$ cat config.mk
export PLATFORM = sky130hd
export DESIGN_NAME = dbc_bus_cycle
export DESIGN_NICKNAME = d
export VERILOG_FILES = /design/src/rtl/dbc_pkg.sv /design/src/rtl/dbc_pin_if.sv /design/src/rtl/dbc_bus_cycle.sv /design/src/rtl/dbc_pin_capture.sv
export SDC_FILE = /design/constraint.sdc
export NUM_CORES = 1
export LEC_CHECK = 0
export BUFFER_PORTS_ARGS = -buffer_cell sky130_fd_sc_hd__buf_2
export CORE_AREA = 5 5 98 109
export CTS_CLUSTER_SIZE = 16
export DETAILED_ROUTE_END_ITERATION = 8
export DIE_AREA = 0 0 103 114
export PLACE_DENSITY = 0.82
export SLEW_MARGIN = 5
export SYNTH_ARGS = -nofsm -noshare
export SYNTH_HDL_FRONTEND = slang
export SYNTH_SLANG_ARGS = --single-unit
$ cat constraint.sdc
create_clock -name core_clk_i -period 2.62 [get_ports core_clk_i]
set_input_delay 0 -clock core_clk_i [delete_from_list [all_inputs] [get_ports core_clk_i]]
set_output_delay 0 -clock core_clk_i [all_outputs]
set_load 0.05 [all_outputs]
$ cat src/rtl/dbc_pkg.sv
`default_nettype none
package dbc_pkg;
	// Register byte addresses on the control bus
	localparam int DBC_ADDR_W = 4;
	localparam logic [DBC_ADDR_W-1:0] DBC_ADDR_CONFIG = 4'h0;
	localparam logic [DBC_ADDR_W-1:0] DBC_ADDR_CONTROL = 4'h4;
	localparam logic [DBC_ADDR_W-1:0] DBC_ADDR_STATUS = 4'h8;

	// Field positions of dma_data_configuration
	localparam int DBC_CFG_WIDTH = 16;
	localparam int DBC_CFG_WAIT_LSB = 6;
	localparam int DBC_CFG_WAIT_MSB = 7;
	localparam int DBC_CFG_USER_LSB = 8;
	localparam int DBC_CFG_USER_MSB = 9;
	localparam int DBC_CFG_SYNC_BIT = 10;
	localparam logic [1:0] DBC_WAIT_RESET = 2'h0;
	localparam logic DBC_SYNC_RESET = 1'b0;

	// Field positions of the control and status words
	localparam int DBC_CTRL_START_BIT = 0;
	localparam int DBC_STAT_BUSY_BIT = 0;
	localparam int DBC_STAT_MODE_BIT = 1;
	localparam int DBC_STAT_USER_VALID_BIT = 2;
	localparam int DBC_STAT_LEN_LSB = 8;
	localparam int DBC_STAT_CNT_LSB = 16;

	// Cycle timing in bus clocks
	localparam logic [7:0] DBC_MIN_ASYNC_CLKS = 8'h03;
	localparam logic [7:0] DBC_MIN_SYNC_CLKS = 8'h02;
	localparam int DBC_SYNC_STAGES = 2;

	// AXI responses
	localparam logic [1:0] DBC_RESP_OKAY = 2'h0;
	localparam logic [1:0] DBC_RESP_SLVERR = 2'h2;

	typedef enum logic [1:0] {
		DBC_IDLE,
		DBC_T1,
		DBC_T2,
		DBC_DONE
	} dbc_cycle_state_type;
endpackage
`default_nettype wire

$ cat src/rtl/dbc_pin_if.sv
`default_nettype none
interface dbc_pin_if;
	// Synchronised pin levels and the captured user levels
	logic ready_level;
	logic [1:0] size_ack_level;
	logic style_level;
	logic [1:0] user_levels;
	logic user_valid;

	modport capture (
		output ready_level,
		output size_ack_level,
		output style_level,
		output user_levels,
		output user_valid
	);
	modport engine (
		input ready_level,
		input size_ack_level,
		input style_level,
		input user_levels,
		input user_valid
	);
endinterface
`default_nettype wire

$ cat src/rtl/dbc_bus_cycle.sv
// Local design decisions: the AXI4-Lite interface to the registers and the address map.
`default_nettype none
// Notes on behaviour
// - Config bit picks synchronous or asynchronous handling of slave acknowledge.
// - Cleared bit: acknowledge goes through internal synchroniser, no alignment needed.
// - Asynchronous mode never finishes a memory cycle under three bus clocks.
// - Two user pin levels are latched into configuration word bits at reset release.
// - Latched user bits stay unchanged until the next hardware reset.
// - Two-bit field adds extra T2 states; 00 none, 01 one in synchronous mode and none in asynchronous mode.
module dbc_bus_cycle
	import dbc_pkg::*;
(
	// Clock and reset
	input wire logic core_clk_i,
	input wire logic rst_n_i,
	// AXI4-Lite write address
	input wire logic s_axi_awvalid,
	output logic s_axi_awready,
	input wire logic [DBC_ADDR_W-1:0] s_axi_awaddr,
	input wire logic [2:0] s_axi_awprot,
	// AXI4-Lite write data
	input wire logic s_axi_wvalid,
	output logic s_axi_wready,
	input wire logic [31:0] s_axi_wdata,
	input wire logic [3:0] s_axi_wstrb,
	// AXI4-Lite write response
	output logic s_axi_bvalid,
	input wire logic s_axi_bready,
	output logic [1:0] s_axi_bresp,
	// AXI4-Lite read address
	input wire logic s_axi_arvalid,
	output logic s_axi_arready,
	input wire logic [DBC_ADDR_W-1:0] s_axi_araddr,
	input wire logic [2:0] s_axi_arprot,
	// AXI4-Lite read data
	output logic s_axi_rvalid,
	input wire logic s_axi_rready,
	output logic [31:0] s_axi_rdata,
	output logic [1:0] s_axi_rresp,
	// Bus pins toward the memory slave
	input wire logic slave_ready_in_i,
	input wire logic [1:0] size_acknowledge_in_i,
	input wire logic bus_style_select_i,
	input wire logic [1:0] user_pin_levels_i,
	output logic dma_strobe_o,
	output logic dma_t2_o,
	output logic dma_cycle_done_o
);
	typedef struct packed {
		// Bus slave
		logic [DBC_ADDR_W-1:0] aw_addr;
		logic aw_held;
		logic [31:0] w_data;
		logic [3:0] w_strb;
		logic w_held;
		logic bvalid;
		logic [1:0] bresp;
		logic rvalid;
		logic [31:0] rdata;
		logic [1:0] rresp;
		// Configuration
		logic [DBC_CFG_WIDTH-1:0] cfg_other;
		logic sync_ack_select;
		logic [1:0] wait_state_count;
		// Cycle engine
		dbc_cycle_state_type state;
		logic cyc_sync;
		logic [1:0] wait_left;
		logic ack_prev;
		logic [7:0] cyc_len;
		logic [7:0] last_len;
		logic [15:0] cyc_count;
		logic done;
	} dbc_main_state_type;

	dbc_main_state_type cur;
	dbc_main_state_type next_cur;
	dbc_pin_if pins();
	logic ack_level;
	logic do_write;
	logic do_read;
	logic start_req;
	logic busy;
	logic [31:0] cfg_merged;

	// Saturating cycle-length counter
	function automatic logic [7:0] sat_inc(input logic [7:0] v);
		return (v == 8'hFF) ? v : v + 8'h01;
	endfunction

	// Merges a write word into a stored word per byte strobe
	function automatic logic [31:0] merge_bytes(input logic [31:0] old_v,
		input logic [31:0] new_v, input logic [3:0] strb);
		logic [31:0] res;
		res = old_v;
		for (int i = 0; i < 4; i++) begin
			if (strb[i]) begin
				res[i*8 +: 8] = new_v[i*8 +: 8];
			end
		end
		return res;
	endfunction

	// Assembles the configuration word as software sees it
	function automatic logic [31:0] config_word(input dbc_main_state_type s,
		input logic [1:0] user);
		logic [31:0] res;
		res = '0;
		res[DBC_CFG_SYNC_BIT] = s.sync_ack_select;
		res[DBC_CFG_USER_MSB:DBC_CFG_USER_LSB] = user;
		res[DBC_CFG_WAIT_MSB:DBC_CFG_WAIT_LSB] = s.wait_state_count;
		return res;
	endfunction

	// Pin synchroniser and reset-time user level capture
	dbc_pin_capture u_capture (
		.core_clk_i(core_clk_i),
		.rst_n_i(rst_n_i),
		.slave_ready_in_i(slave_ready_in_i),
		.size_acknowledge_in_i(size_acknowledge_in_i),
		.bus_style_select_i(bus_style_select_i),
		.user_pin_levels_i(user_pin_levels_i),
		.pins(pins.capture)
	);

	// Bus style chooses which acknowledge pin ends the cycle
	assign ack_level = pins.style_level ? (|pins.size_ack_level)
		: pins.ready_level;

	// Handshake readies: one write and one read in flight at most
	assign s_axi_awready = !cur.aw_held && !cur.bvalid;
	assign s_axi_wready = !cur.w_held && !cur.bvalid;
	assign s_axi_arready = !cur.rvalid;
	assign do_write = cur.aw_held && cur.w_held && !cur.bvalid;
	assign do_read = s_axi_arvalid && s_axi_arready;
	assign busy = (cur.state != DBC_IDLE);
	assign start_req = do_write && (cur.aw_addr == DBC_ADDR_CONTROL)
		&& cur.w_strb[0] && cur.w_data[DBC_CTRL_START_BIT];

	// Bus slave: address and data taken in either order, then answered
	always_comb begin
		next_cur = cur;
		// Config word with the pending write's byte lanes laid over it
		cfg_merged = merge_bytes(config_word(cur, pins.user_levels),
			cur.w_data, cur.w_strb);
		if (s_axi_awvalid && s_axi_awready) begin
			next_cur.aw_addr = s_axi_awaddr;
			next_cur.aw_held = 1'b1;
		end
		if (s_axi_wvalid && s_axi_wready) begin
			next_cur.w_data = s_axi_wdata;
			next_cur.w_strb = s_axi_wstrb;
			next_cur.w_held = 1'b1;
		end
		if (cur.bvalid && s_axi_bready) begin
			next_cur.bvalid = 1'b0;
		end
		if (cur.rvalid && s_axi_rready) begin
			next_cur.rvalid = 1'b0;
		end

		// Register writes; a config change mid-cycle only affects the next
		if (do_write) begin
			next_cur.aw_held = 1'b0;
			next_cur.w_held = 1'b0;
			next_cur.bvalid = 1'b1;
			next_cur.bresp = DBC_RESP_OKAY;
			unique case (cur.aw_addr)
				DBC_ADDR_CONFIG: begin
					next_cur.sync_ack_select =
						cfg_merged[DBC_CFG_SYNC_BIT];
					next_cur.wait_state_count =
						cfg_merged[DBC_CFG_WAIT_MSB:DBC_CFG_WAIT_LSB];
				end
				DBC_ADDR_CONTROL: begin
					// Start handled by the cycle engine below
				end
				DBC_ADDR_STATUS: begin
					// Status is read-only; writes are accepted and dropped
				end
				default: begin
					next_cur.bresp = DBC_RESP_SLVERR;
				end
			endcase
		end

		// Register reads come out of a flop one clock after the address
		if (do_read) begin
			next_cur.rvalid = 1'b1;
			next_cur.rresp = DBC_RESP_OKAY;
			next_cur.rdata = '0;
			unique case (s_axi_araddr)
				DBC_ADDR_CONFIG: begin
					next_cur.rdata = config_word(cur, pins.user_levels);
				end
				DBC_ADDR_CONTROL: begin
					next_cur.rdata = '0;
				end
				DBC_ADDR_STATUS: begin
					next_cur.rdata[DBC_STAT_BUSY_BIT] = busy;
					next_cur.rdata[DBC_STAT_MODE_BIT] = cur.cyc_sync;
					next_cur.rdata[DBC_STAT_USER_VALID_BIT] = pins.user_valid;
					next_cur.rdata[DBC_STAT_LEN_LSB +: 8] = cur.last_len;
					next_cur.rdata[DBC_STAT_CNT_LSB +: 16] = cur.cyc_count;
				end
				default: begin
					next_cur.rresp = DBC_RESP_SLVERR;
				end
			endcase
		end

		// Cycle engine: T1, then T2 repeated for waits and until acknowledge
		next_cur.done = 1'b0;
		next_cur.ack_prev = ack_level;
		unique case (cur.state)
			DBC_IDLE: begin
				if (start_req) begin
					next_cur.state = DBC_T1;
					next_cur.cyc_len = 8'h01;
					next_cur.cyc_sync = cur.sync_ack_select;
					next_cur.wait_left = cur.wait_state_count;
				end
			end
			DBC_T1: begin
				next_cur.state = DBC_T2;
				next_cur.cyc_len = sat_inc(cur.cyc_len);
			end
			DBC_T2: begin
				if (cur.wait_left != 2'h0) begin
					// Each code adds that many extra T2 states in synchronous mode; asynchronous mode adds one fewer for codes 01 to 11
					next_cur.wait_left = cur.wait_left - 2'h1;
					next_cur.cyc_len = sat_inc(cur.cyc_len);
				end else if (cur.cyc_sync) begin
					// One synchroniser output sample at this edge ends the cycle; no second sample
					if (ack_level && cur.cyc_len >= DBC_MIN_SYNC_CLKS) begin
						next_cur.state = DBC_DONE;
					end else begin
						next_cur.cyc_len = sat_inc(cur.cyc_len);
					end
				end else begin
					// Two agreeing samples filter a level caught mid-change
					if (ack_level && cur.ack_prev
						&& cur.cyc_len >= DBC_MIN_ASYNC_CLKS) begin
						next_cur.state = DBC_DONE;
					end else begin
						next_cur.cyc_len = sat_inc(cur.cyc_len);
					end
				end
			end
			DBC_DONE: begin
				next_cur.state = DBC_IDLE;
				next_cur.done = 1'b1;
				next_cur.last_len = cur.cyc_len;
				next_cur.cyc_count = cur.cyc_count + 16'h0001;
			end
		endcase
	end

	// All state in one register; synchronous active-low reset
	always_ff @(posedge core_clk_i) begin
		if (!rst_n_i) begin
			cur <= '0;
			cur.state <= DBC_IDLE;
			cur.sync_ack_select <= DBC_SYNC_RESET;
			cur.wait_state_count <= DBC_WAIT_RESET;
			cur.bresp <= DBC_RESP_OKAY;
			cur.rresp <= DBC_RESP_OKAY;
		end else begin
			cur <= next_cur;
		end
	end

	// Outputs straight from state flops
	assign s_axi_bvalid = cur.bvalid;
	assign s_axi_bresp = cur.bresp;
	assign s_axi_rvalid = cur.rvalid;
	assign s_axi_rdata = cur.rdata;
	assign s_axi_rresp = cur.rresp;
	assign dma_strobe_o = (cur.state == DBC_T1) || (cur.state == DBC_T2);
	assign dma_t2_o = (cur.state == DBC_T2);
	assign dma_cycle_done_o = cur.done;
endmodule
`default_nettype wire

$ cat src/rtl/dbc_pin_capture.sv
`default_nettype none
module dbc_pin_capture
	import dbc_pkg::*;
(
	// Clock and reset
	input wire logic core_clk_i,
	input wire logic rst_n_i,
	// Raw pins
	input wire logic slave_ready_in_i,
	input wire logic [1:0] size_acknowledge_in_i,
	input wire logic bus_style_select_i,
	input wire logic [1:0] user_pin_levels_i,
	// Toward the cycle engine
	dbc_pin_if.capture pins
);
	localparam int W = 6;

	typedef struct packed {
		logic [W-1:0] stage1;
		logic [W-1:0] stage2;
		logic [1:0] settle;
		logic [1:0] user;
		logic valid;
	} dbc_cap_state_type;

	dbc_cap_state_type cur;
	dbc_cap_state_type next_cur;

	// Two flops on every pin; after release the chain needs two edges
	// before it holds real pin levels, hence the settle counter
	always_comb begin
		next_cur = cur;
		next_cur.stage1 = {user_pin_levels_i, bus_style_select_i,
			size_acknowledge_in_i, slave_ready_in_i};
		next_cur.stage2 = cur.stage1;
		if (!cur.valid) begin
			if (cur.settle == 2'(DBC_SYNC_STAGES)) begin
				next_cur.user = cur.stage2[5:4];
				next_cur.valid = 1'b1;
			end else begin
				next_cur.settle = cur.settle + 2'h1;
			end
		end
	end

	// Captured levels only change through reset
	always_ff @(posedge core_clk_i) begin
		if (!rst_n_i) begin
			cur <= '0;
		end else begin
			cur <= next_cur;
		end
	end

	// Pin levels from the second stage; user levels and valid from the capture flops
	assign pins.ready_level = cur.stage2[0];
	assign pins.size_ack_level = cur.stage2[2:1];
	assign pins.style_level = cur.stage2[3];
	assign pins.user_levels = cur.user;
	assign pins.user_valid = cur.valid;
endmodule
`default_nettype wire

# Word-level counts from Yosys, hierarchy flattened

Cells that the tools add are included.

$add $sub $neg: 4
Magnitude comparators: 2
Equal/unequal tests: 16
Muxes and demuxes: 28
Bitwise logic cells: 3
Reduce and logical (&&, ||, !) cells: 41

Operators by type and width:

| kind                  | count |
|---|---|
| $mux 8                | 6 |
| $pmux 24 s2           | 1 |
| $mux 35               | 1 |
| $pmux 8 s3            | 1 |
| $add 16x1->16 const B | 1 |
| $ge 8x2->1 const B    | 2 |
| $logic_and 1x1->1     | 15 |
| $mux 2                | 7 |
| $mux 5                | 2 |
| $reduce_bool 2->1     | 5 |
| $reduce_and 3->1      | 3 |
| $add 8x1->8 const B   | 1 |
| $eq 4x3->1 const B    | 2 |
| $eq 4x4->1 const B    | 2 |
| $eq 8x8->1 const B    | 1 |
| $logic_not 4->1       | 2 |
| $ne 4x4->1 const B    | 2 |
| $pmux 2 s4            | 1 |
| $reduce_and 4->1      | 2 |
| $eq 2x2->1 const B    | 3 |
| $mux 1                | 6 |
| $mux 3                | 2 |
| $reduce_and 2->1      | 3 |
| $reduce_or 3->1       | 2 |
| 14 further kinds      | 21 |

Register bits after elaboration: 139
Logic and storage cells: 119

# Logic depth before layout (Yosys ltp)

Depth in word-level cells: 8
Gate-level depth with buffers: 9
Depth with buffers taken out: 7

# Cells and area by module

A second synthesis with hierarchy kept.

Cells, all modules: 499
Area, all modules: 4669.5 µm²

Modules (own cells, without submodules):

| module          | times used | cells each | area an instance (µm²) |
|---|---|---|---|
| dbc_bus_cycle   | 1          | 448        | 4107.7 |
| dbc_pin_capture | 1          | 51         | 561.8 |

# Worst setup path before layout

Ideal clock, no wire load.

Kind: reg2reg
Start point: register cur[25] (netlist bit)
End point: register cur[30] (netlist bit)
Data arrival time: 2.443 ns
Data required time: 2.519 ns
Setup slack: 0.076 ns
Stages on the path, launching flop included: 10
Path buffers: 2
Period minus slack after synthesis: 2.544 ns
Cells stage by stage: dfxtp_1 inv_1 ha_1 or4b_1 or3_1 and4_4 buf_6 or3b_4 buf_6 o41ai_1

Cells in the longest elaborated chain, start to end: 6
Elaborated cells on any way between the ends: 15
Classes of those cells: add/sub (1); order compare (2); eq/ne (3); mux (6); reduce/logical (3)

RTL lines:

| element                                   | RTL line                                   | RTL |
|---|---|---|
| start: declaration                        | dbc_bus_cycle.sv:76                        | `dbc_main_state_type cur;` |
| start signal: assignment                  | dbc_bus_cycle.sv:269                       | `cur <= next_cur;` |
| $add 8x1->8 or $eq 8x8->1 (tied branches) | dbc_bus_cycle.sv:88                        | `return (v == 8'hFF) ? v : v + 8'h01;` |
| $mux 8                                    | dbc_bus_cycle.sv:88                        |  |
| $mux 8, on equally long branches          | dbc_bus_cycle.sv:242, dbc_bus_cycle.sv:235 |  |
| $mux 8                                    | dbc_bus_cycle.sv:233                       | `end else if (cur.cyc_sync) begin` |
| $mux 8                                    | dbc_bus_cycle.sv:229                       | `if (cur.wait_left != 2'h0) begin` |
| $pmux 8 s3                                | dbc_bus_cycle.sv:215                       | `unique case (cur.state)` |

Parallel ways exist; a longest one is shown, timed or not. The select of a mux whose other input is x is not followed.
A chain may end at the register's enable or synchronous reset.

# Final worst setup path

Same ends and word-level chain as after synthesis.

==> metrics.log <==
INFO  metric first_iter_violations = 267
INFO  metric detailedPlacementHpwl = between 6000 and 7000 microns
INFO  metric intPower = around 2.2 mW
INFO  metric netlist.area_leader.share = 0.470
INFO  metric worst-endpoint-required = approximately 2900 ps
INFO  metric hold_viol_final = 0
INFO  metric drv_slew = 0
INFO  metric fmax = 392 MHz
INFO  metric area_enclosed_by_the_die_boundary = around 12000 sq um
INFO  metric number_of_enable_flip_flop_cells_after_synthesis = 0
INFO  metric netlist.top_cell.by_area = sky130_fd_sc_hd__dfxtp_1
INFO  metric setup_viol = 0
INFO  metric drt_drc_violations_left = 0
INFO  metric antenna_cells_inserted = 0
INFO  metric synth.top_cells.by_count = sky130_fd_sc_hd__dfxtp_1 (104), sky130_fd_sc_hd__nor2_1 (79), sky130_fd_sc_hd__buf_4 (37)
INFO  metric power.sequential.fraction = 0.563
INFO  metric vias_per_cell = around 5.3
INFO  metric max_cap_viol_count = 0
INFO  metric sequential_to_total_area_share_from_yosys_stat = 0.470
INFO  metric cts-root-to-sink-buffers = 2
INFO  metric floorplan.die.width = slightly above 100 microns
INFO  metric antenna_violating_nets_post_route = 0
INFO  metric drive_above_1_share = 0.179
INFO  metric final_nets = 602
INFO  metric synthesis.area = between 4000 and 5000 sq um
INFO  metric synthArstFlopShare = 0
INFO  metric dr_total_vias = around 3500
INFO  metric gr-usage-all-layers = 0.165
INFO  metric startpoint_type = register
INFO  metric synthesis.area_per_instance = approximately 9 sq um
INFO  metric rsz_0062_raised_after_global_routing = false
INFO  metric grt_pass1_wl = roughly 15000 microns
INFO  metric flow.area_growth_from_synthesis = 12.9%
INFO  metric synthesis.yosys.warnings = 0
INFO  metric netSwitchingPower = 0.785 mW
INFO  metric worst_clock_skew = between 10 and 15 ps
INFO  metric yosys.cell_count.top_type = sky130_fd_sc_hd__dfxtp_1
INFO  metric timing.critical_path.arrival = 2810 ps
INFO  metric place.gp.congestion = roughly 0.85
INFO  metric crit_type = register to register
INFO  metric pin_count = approximately 110
INFO  metric final.min_clock_period = 2550 ps
INFO  metric ys_seq_elements = between 100 and 150
INFO  metric fillerInstances = a little under 900
INFO  metric crit_path_max_fanout = 10
INFO  metric cts-buffers-inserted = 9
INFO  metric synth.lib_cells_used.distinct = 51
INFO  metric grt_antenna_before_repair = 0
INFO  metric setup_tns = 0 ps
INFO  metric peakVddDrop = between 0.2 and 0.3 mV
INFO  metric htree_num_levels = 3
INFO  metric tightestPinTransition = roughly 760 ps
INFO  metric place.port_buffers = 65
INFO  metric seq_area = 2080 sq um
INFO  metric relSlewSlack = 0.495
INFO  metric global_route.overflow_total = 0
INFO  metric synth.top_cells.by_area = sky130_fd_sc_hd__dfxtp_1 (47%), sky130_fd_sc_hd__nor2_1 (6.7%), sky130_fd_sc_hd__mux2i_1 (6.6%)
INFO  metric synth-main-ff-cell = sky130_fd_sc_hd__dfxtp_1
INFO  metric initial_utilization = 0.461
INFO  metric tritoncts = built
INFO  metric core-area = ~9600 sq um
INFO  metric share_clk_of_total_power = 0.340
INFO  metric multi_input_comb_area = a little under 2000 sq um
INFO  metric die_h = around 110 microns
INFO  metric finalWirelength = 9320 microns
INFO  metric p_per_area = 588 nW/um^2
INFO  metric static-leakage-power = approximately 2.0 nW
INFO  metric clock_latency = 370 ps
INFO  metric power.switching_fraction = 0.267
INFO  metric combPwrFrac = 0.097
INFO  metric root_buffer = sky130_fd_sc_hd__clkbuf_8
INFO  metric rows = 38
INFO  metric drt_pass1_iterations = 4
INFO  metric number_of_global_route_vias_before_repair = 3292
INFO  metric grt_start_max_net_pins = 35
INFO  metric period_share = 0.974
INFO  metric routedWlPerCell = around 14 microns
INFO  metric status = completed
INFO  metric layout.core_utilization = 0.520
INFO  metric min-delay-path-class = input pin to register
INFO  metric holdWs = about 75 ps
INFO  metric post-cts-setup-buffers = 0
INFO  metric clock-sinks = 104
INFO  metric syn-instance-count = 484
INFO  metric worstSetupEndpointType = register
INFO  metric path_clk_slew = 100 ps
## per-stage QoR
step                total power, mW  std cells  instance area (sq um)  setup WS, ps
detailed placement             1.95        618                   4580          40.5
floorplan                      1.89        488                   4440          75.5
CTS                            2.96        655                   4990          19.2
global route                   3.06        655                   5000          10.6
finish                         2.94        655                   5000          68.2
global placement               1.94        618                   4580           140
## power groups by stage
stage	Clock (mW)	Combinational (mW)	Sequential [mW]
after floorplan	0	0.199	1.69
after global placement	0	0.249	1.69
after detailed placement	0	0.258	1.69
after CTS	1.02	0.284	1.66
after global routing	1.08	0.313	1.66
final	1.00	0.284	1.66
## final timing paths
check | slack (ps) | startpoint | cells after the start | end
max | 70 | cur[25] | 7 | cur[30]
min | 80 | s_axi_arvalid | 3 | s_axi_rresp[1]
max reg2reg | 70 | cur[25] | 7 | cur[30]
min reg2reg | 440 | u_capture.cur[13] | 1 | u_capture.pins.size_ack_level[1]
## final cells by class
| type | count | share of cell area |
|---|---|---|
| clock buffer | 11 | 0.0303 |
| clock inverter | 5 | 0.00951 |
| inverter | 15 | 0.0113 |
| multi-input combinational | 307 | 0.384 |
| sequential | 104 | 0.417 |
| tap | 120 | 0.0300 |
| timing repair buffer | 93 | 0.118 |
## flip-flops by register name, summed over array words and instances (netlist names)
signal / cells
u_capture.pins.style_level: 1
s_axi_bresp: 1
dma_cycle_done_o: 1
u_capture.pins.ready_level: 1
u_capture.pins.user_valid: 1
s_axi_rresp: 1
cur: 53
s_axi_bvalid: 1
u_capture.cur: 10
s_axi_rdata: 29
u_capture.pins.user_levels: 2
u_capture.pins.size_ack_level: 2
s_axi_rvalid: 1
## layout by cell type, fill, tap and decap left out, types with 2 or more instances in the layout
master / n
sky130_fd_sc_hd__xnor2_1: 8
sky130_fd_sc_hd__mux2i_1: 29
sky130_fd_sc_hd__or3_1: 6
sky130_fd_sc_hd__nand2_1: 22
sky130_fd_sc_hd__a21oi_1: 15
sky130_fd_sc_hd__or4_1: 3
sky130_fd_sc_hd__o311ai_0: 5
sky130_fd_sc_hd__nor2_1: 79
sky130_fd_sc_hd__dlygate4sd3_1: 21
sky130_fd_sc_hd__a211oi_1: 7
sky130_fd_sc_hd__nand3b_1: 2
sky130_fd_sc_hd__nand4_1: 8
sky130_fd_sc_hd__nand2b_1: 3
sky130_fd_sc_hd__dfxtp_1: 103
sky130_fd_sc_hd__ha_1: 9
sky130_fd_sc_hd__conb_1: 5
sky130_fd_sc_hd__and2_1: 19
sky130_fd_sc_hd__xor2_1: 5
sky130_fd_sc_hd__a22oi_1: 24
sky130_fd_sc_hd__o21ai_0: 8
sky130_fd_sc_hd__inv_8: 2
sky130_fd_sc_hd__nand3_1: 13
sky130_fd_sc_hd__clkbuf_8: 11
sky130_fd_sc_hd__o41ai_1: 4
sky130_fd_sc_hd__and3_1: 2
sky130_fd_sc_hd__buf_2: 65
sky130_fd_sc_hd__o211ai_1: 2
sky130_fd_sc_hd__inv_1: 14
sky130_fd_sc_hd__nor2b_1: 3
sky130_fd_sc_hd__buf_4: 7
sky130_fd_sc_hd__nor3_1: 6
## cell families after synthesis
group / Yosys count / share of synthesized area
muxes: 29 / 0.0656
DFF: 104 / 0.470
AOI/OAI and AO/OA: 78 / 0.123
and+or+nand+nor: 173 / 0.188
xor gates and xnor gates: 13 / 0.0257
other: 1 / 0.000847
buffers and inverters: 77 / 0.101
adders and majority gates: 9 / 0.0254
## timing repair
item,in CTS,in global routing
hold buffers,21,0
gates resized for setup,0,2
hold endpoints to repair,19,0
endpoints found under the setup margin,0,4
## layer usage
| layer | global-route usage | share of wire | wire length, microns |
|---|---|---|---|
| met5 | 0 | 0 | 0 |
| met4 | 0.0786 | 0.028 | 265 |
| met3 | 0.0416 | 0.065 | 601 |
| met2 | 0.276 | 0.50 | 4660 |
| met1 | 0.194 | 0.41 | 3790 |
## worst max-delay path: stages, from the launching register on
cell	delay (ps)
sky130_fd_sc_hd__dfxtp_2	380
sky130_fd_sc_hd__inv_1	80
sky130_fd_sc_hd__ha_1	190
sky130_fd_sc_hd__or4b_1	440
sky130_fd_sc_hd__or3_1	340
sky130_fd_sc_hd__and4_4	240
sky130_fd_sc_hd__or3b_4	450
sky130_fd_sc_hd__o41ai_1	320
Note: power is estimated with default switching activity, not from simulation.
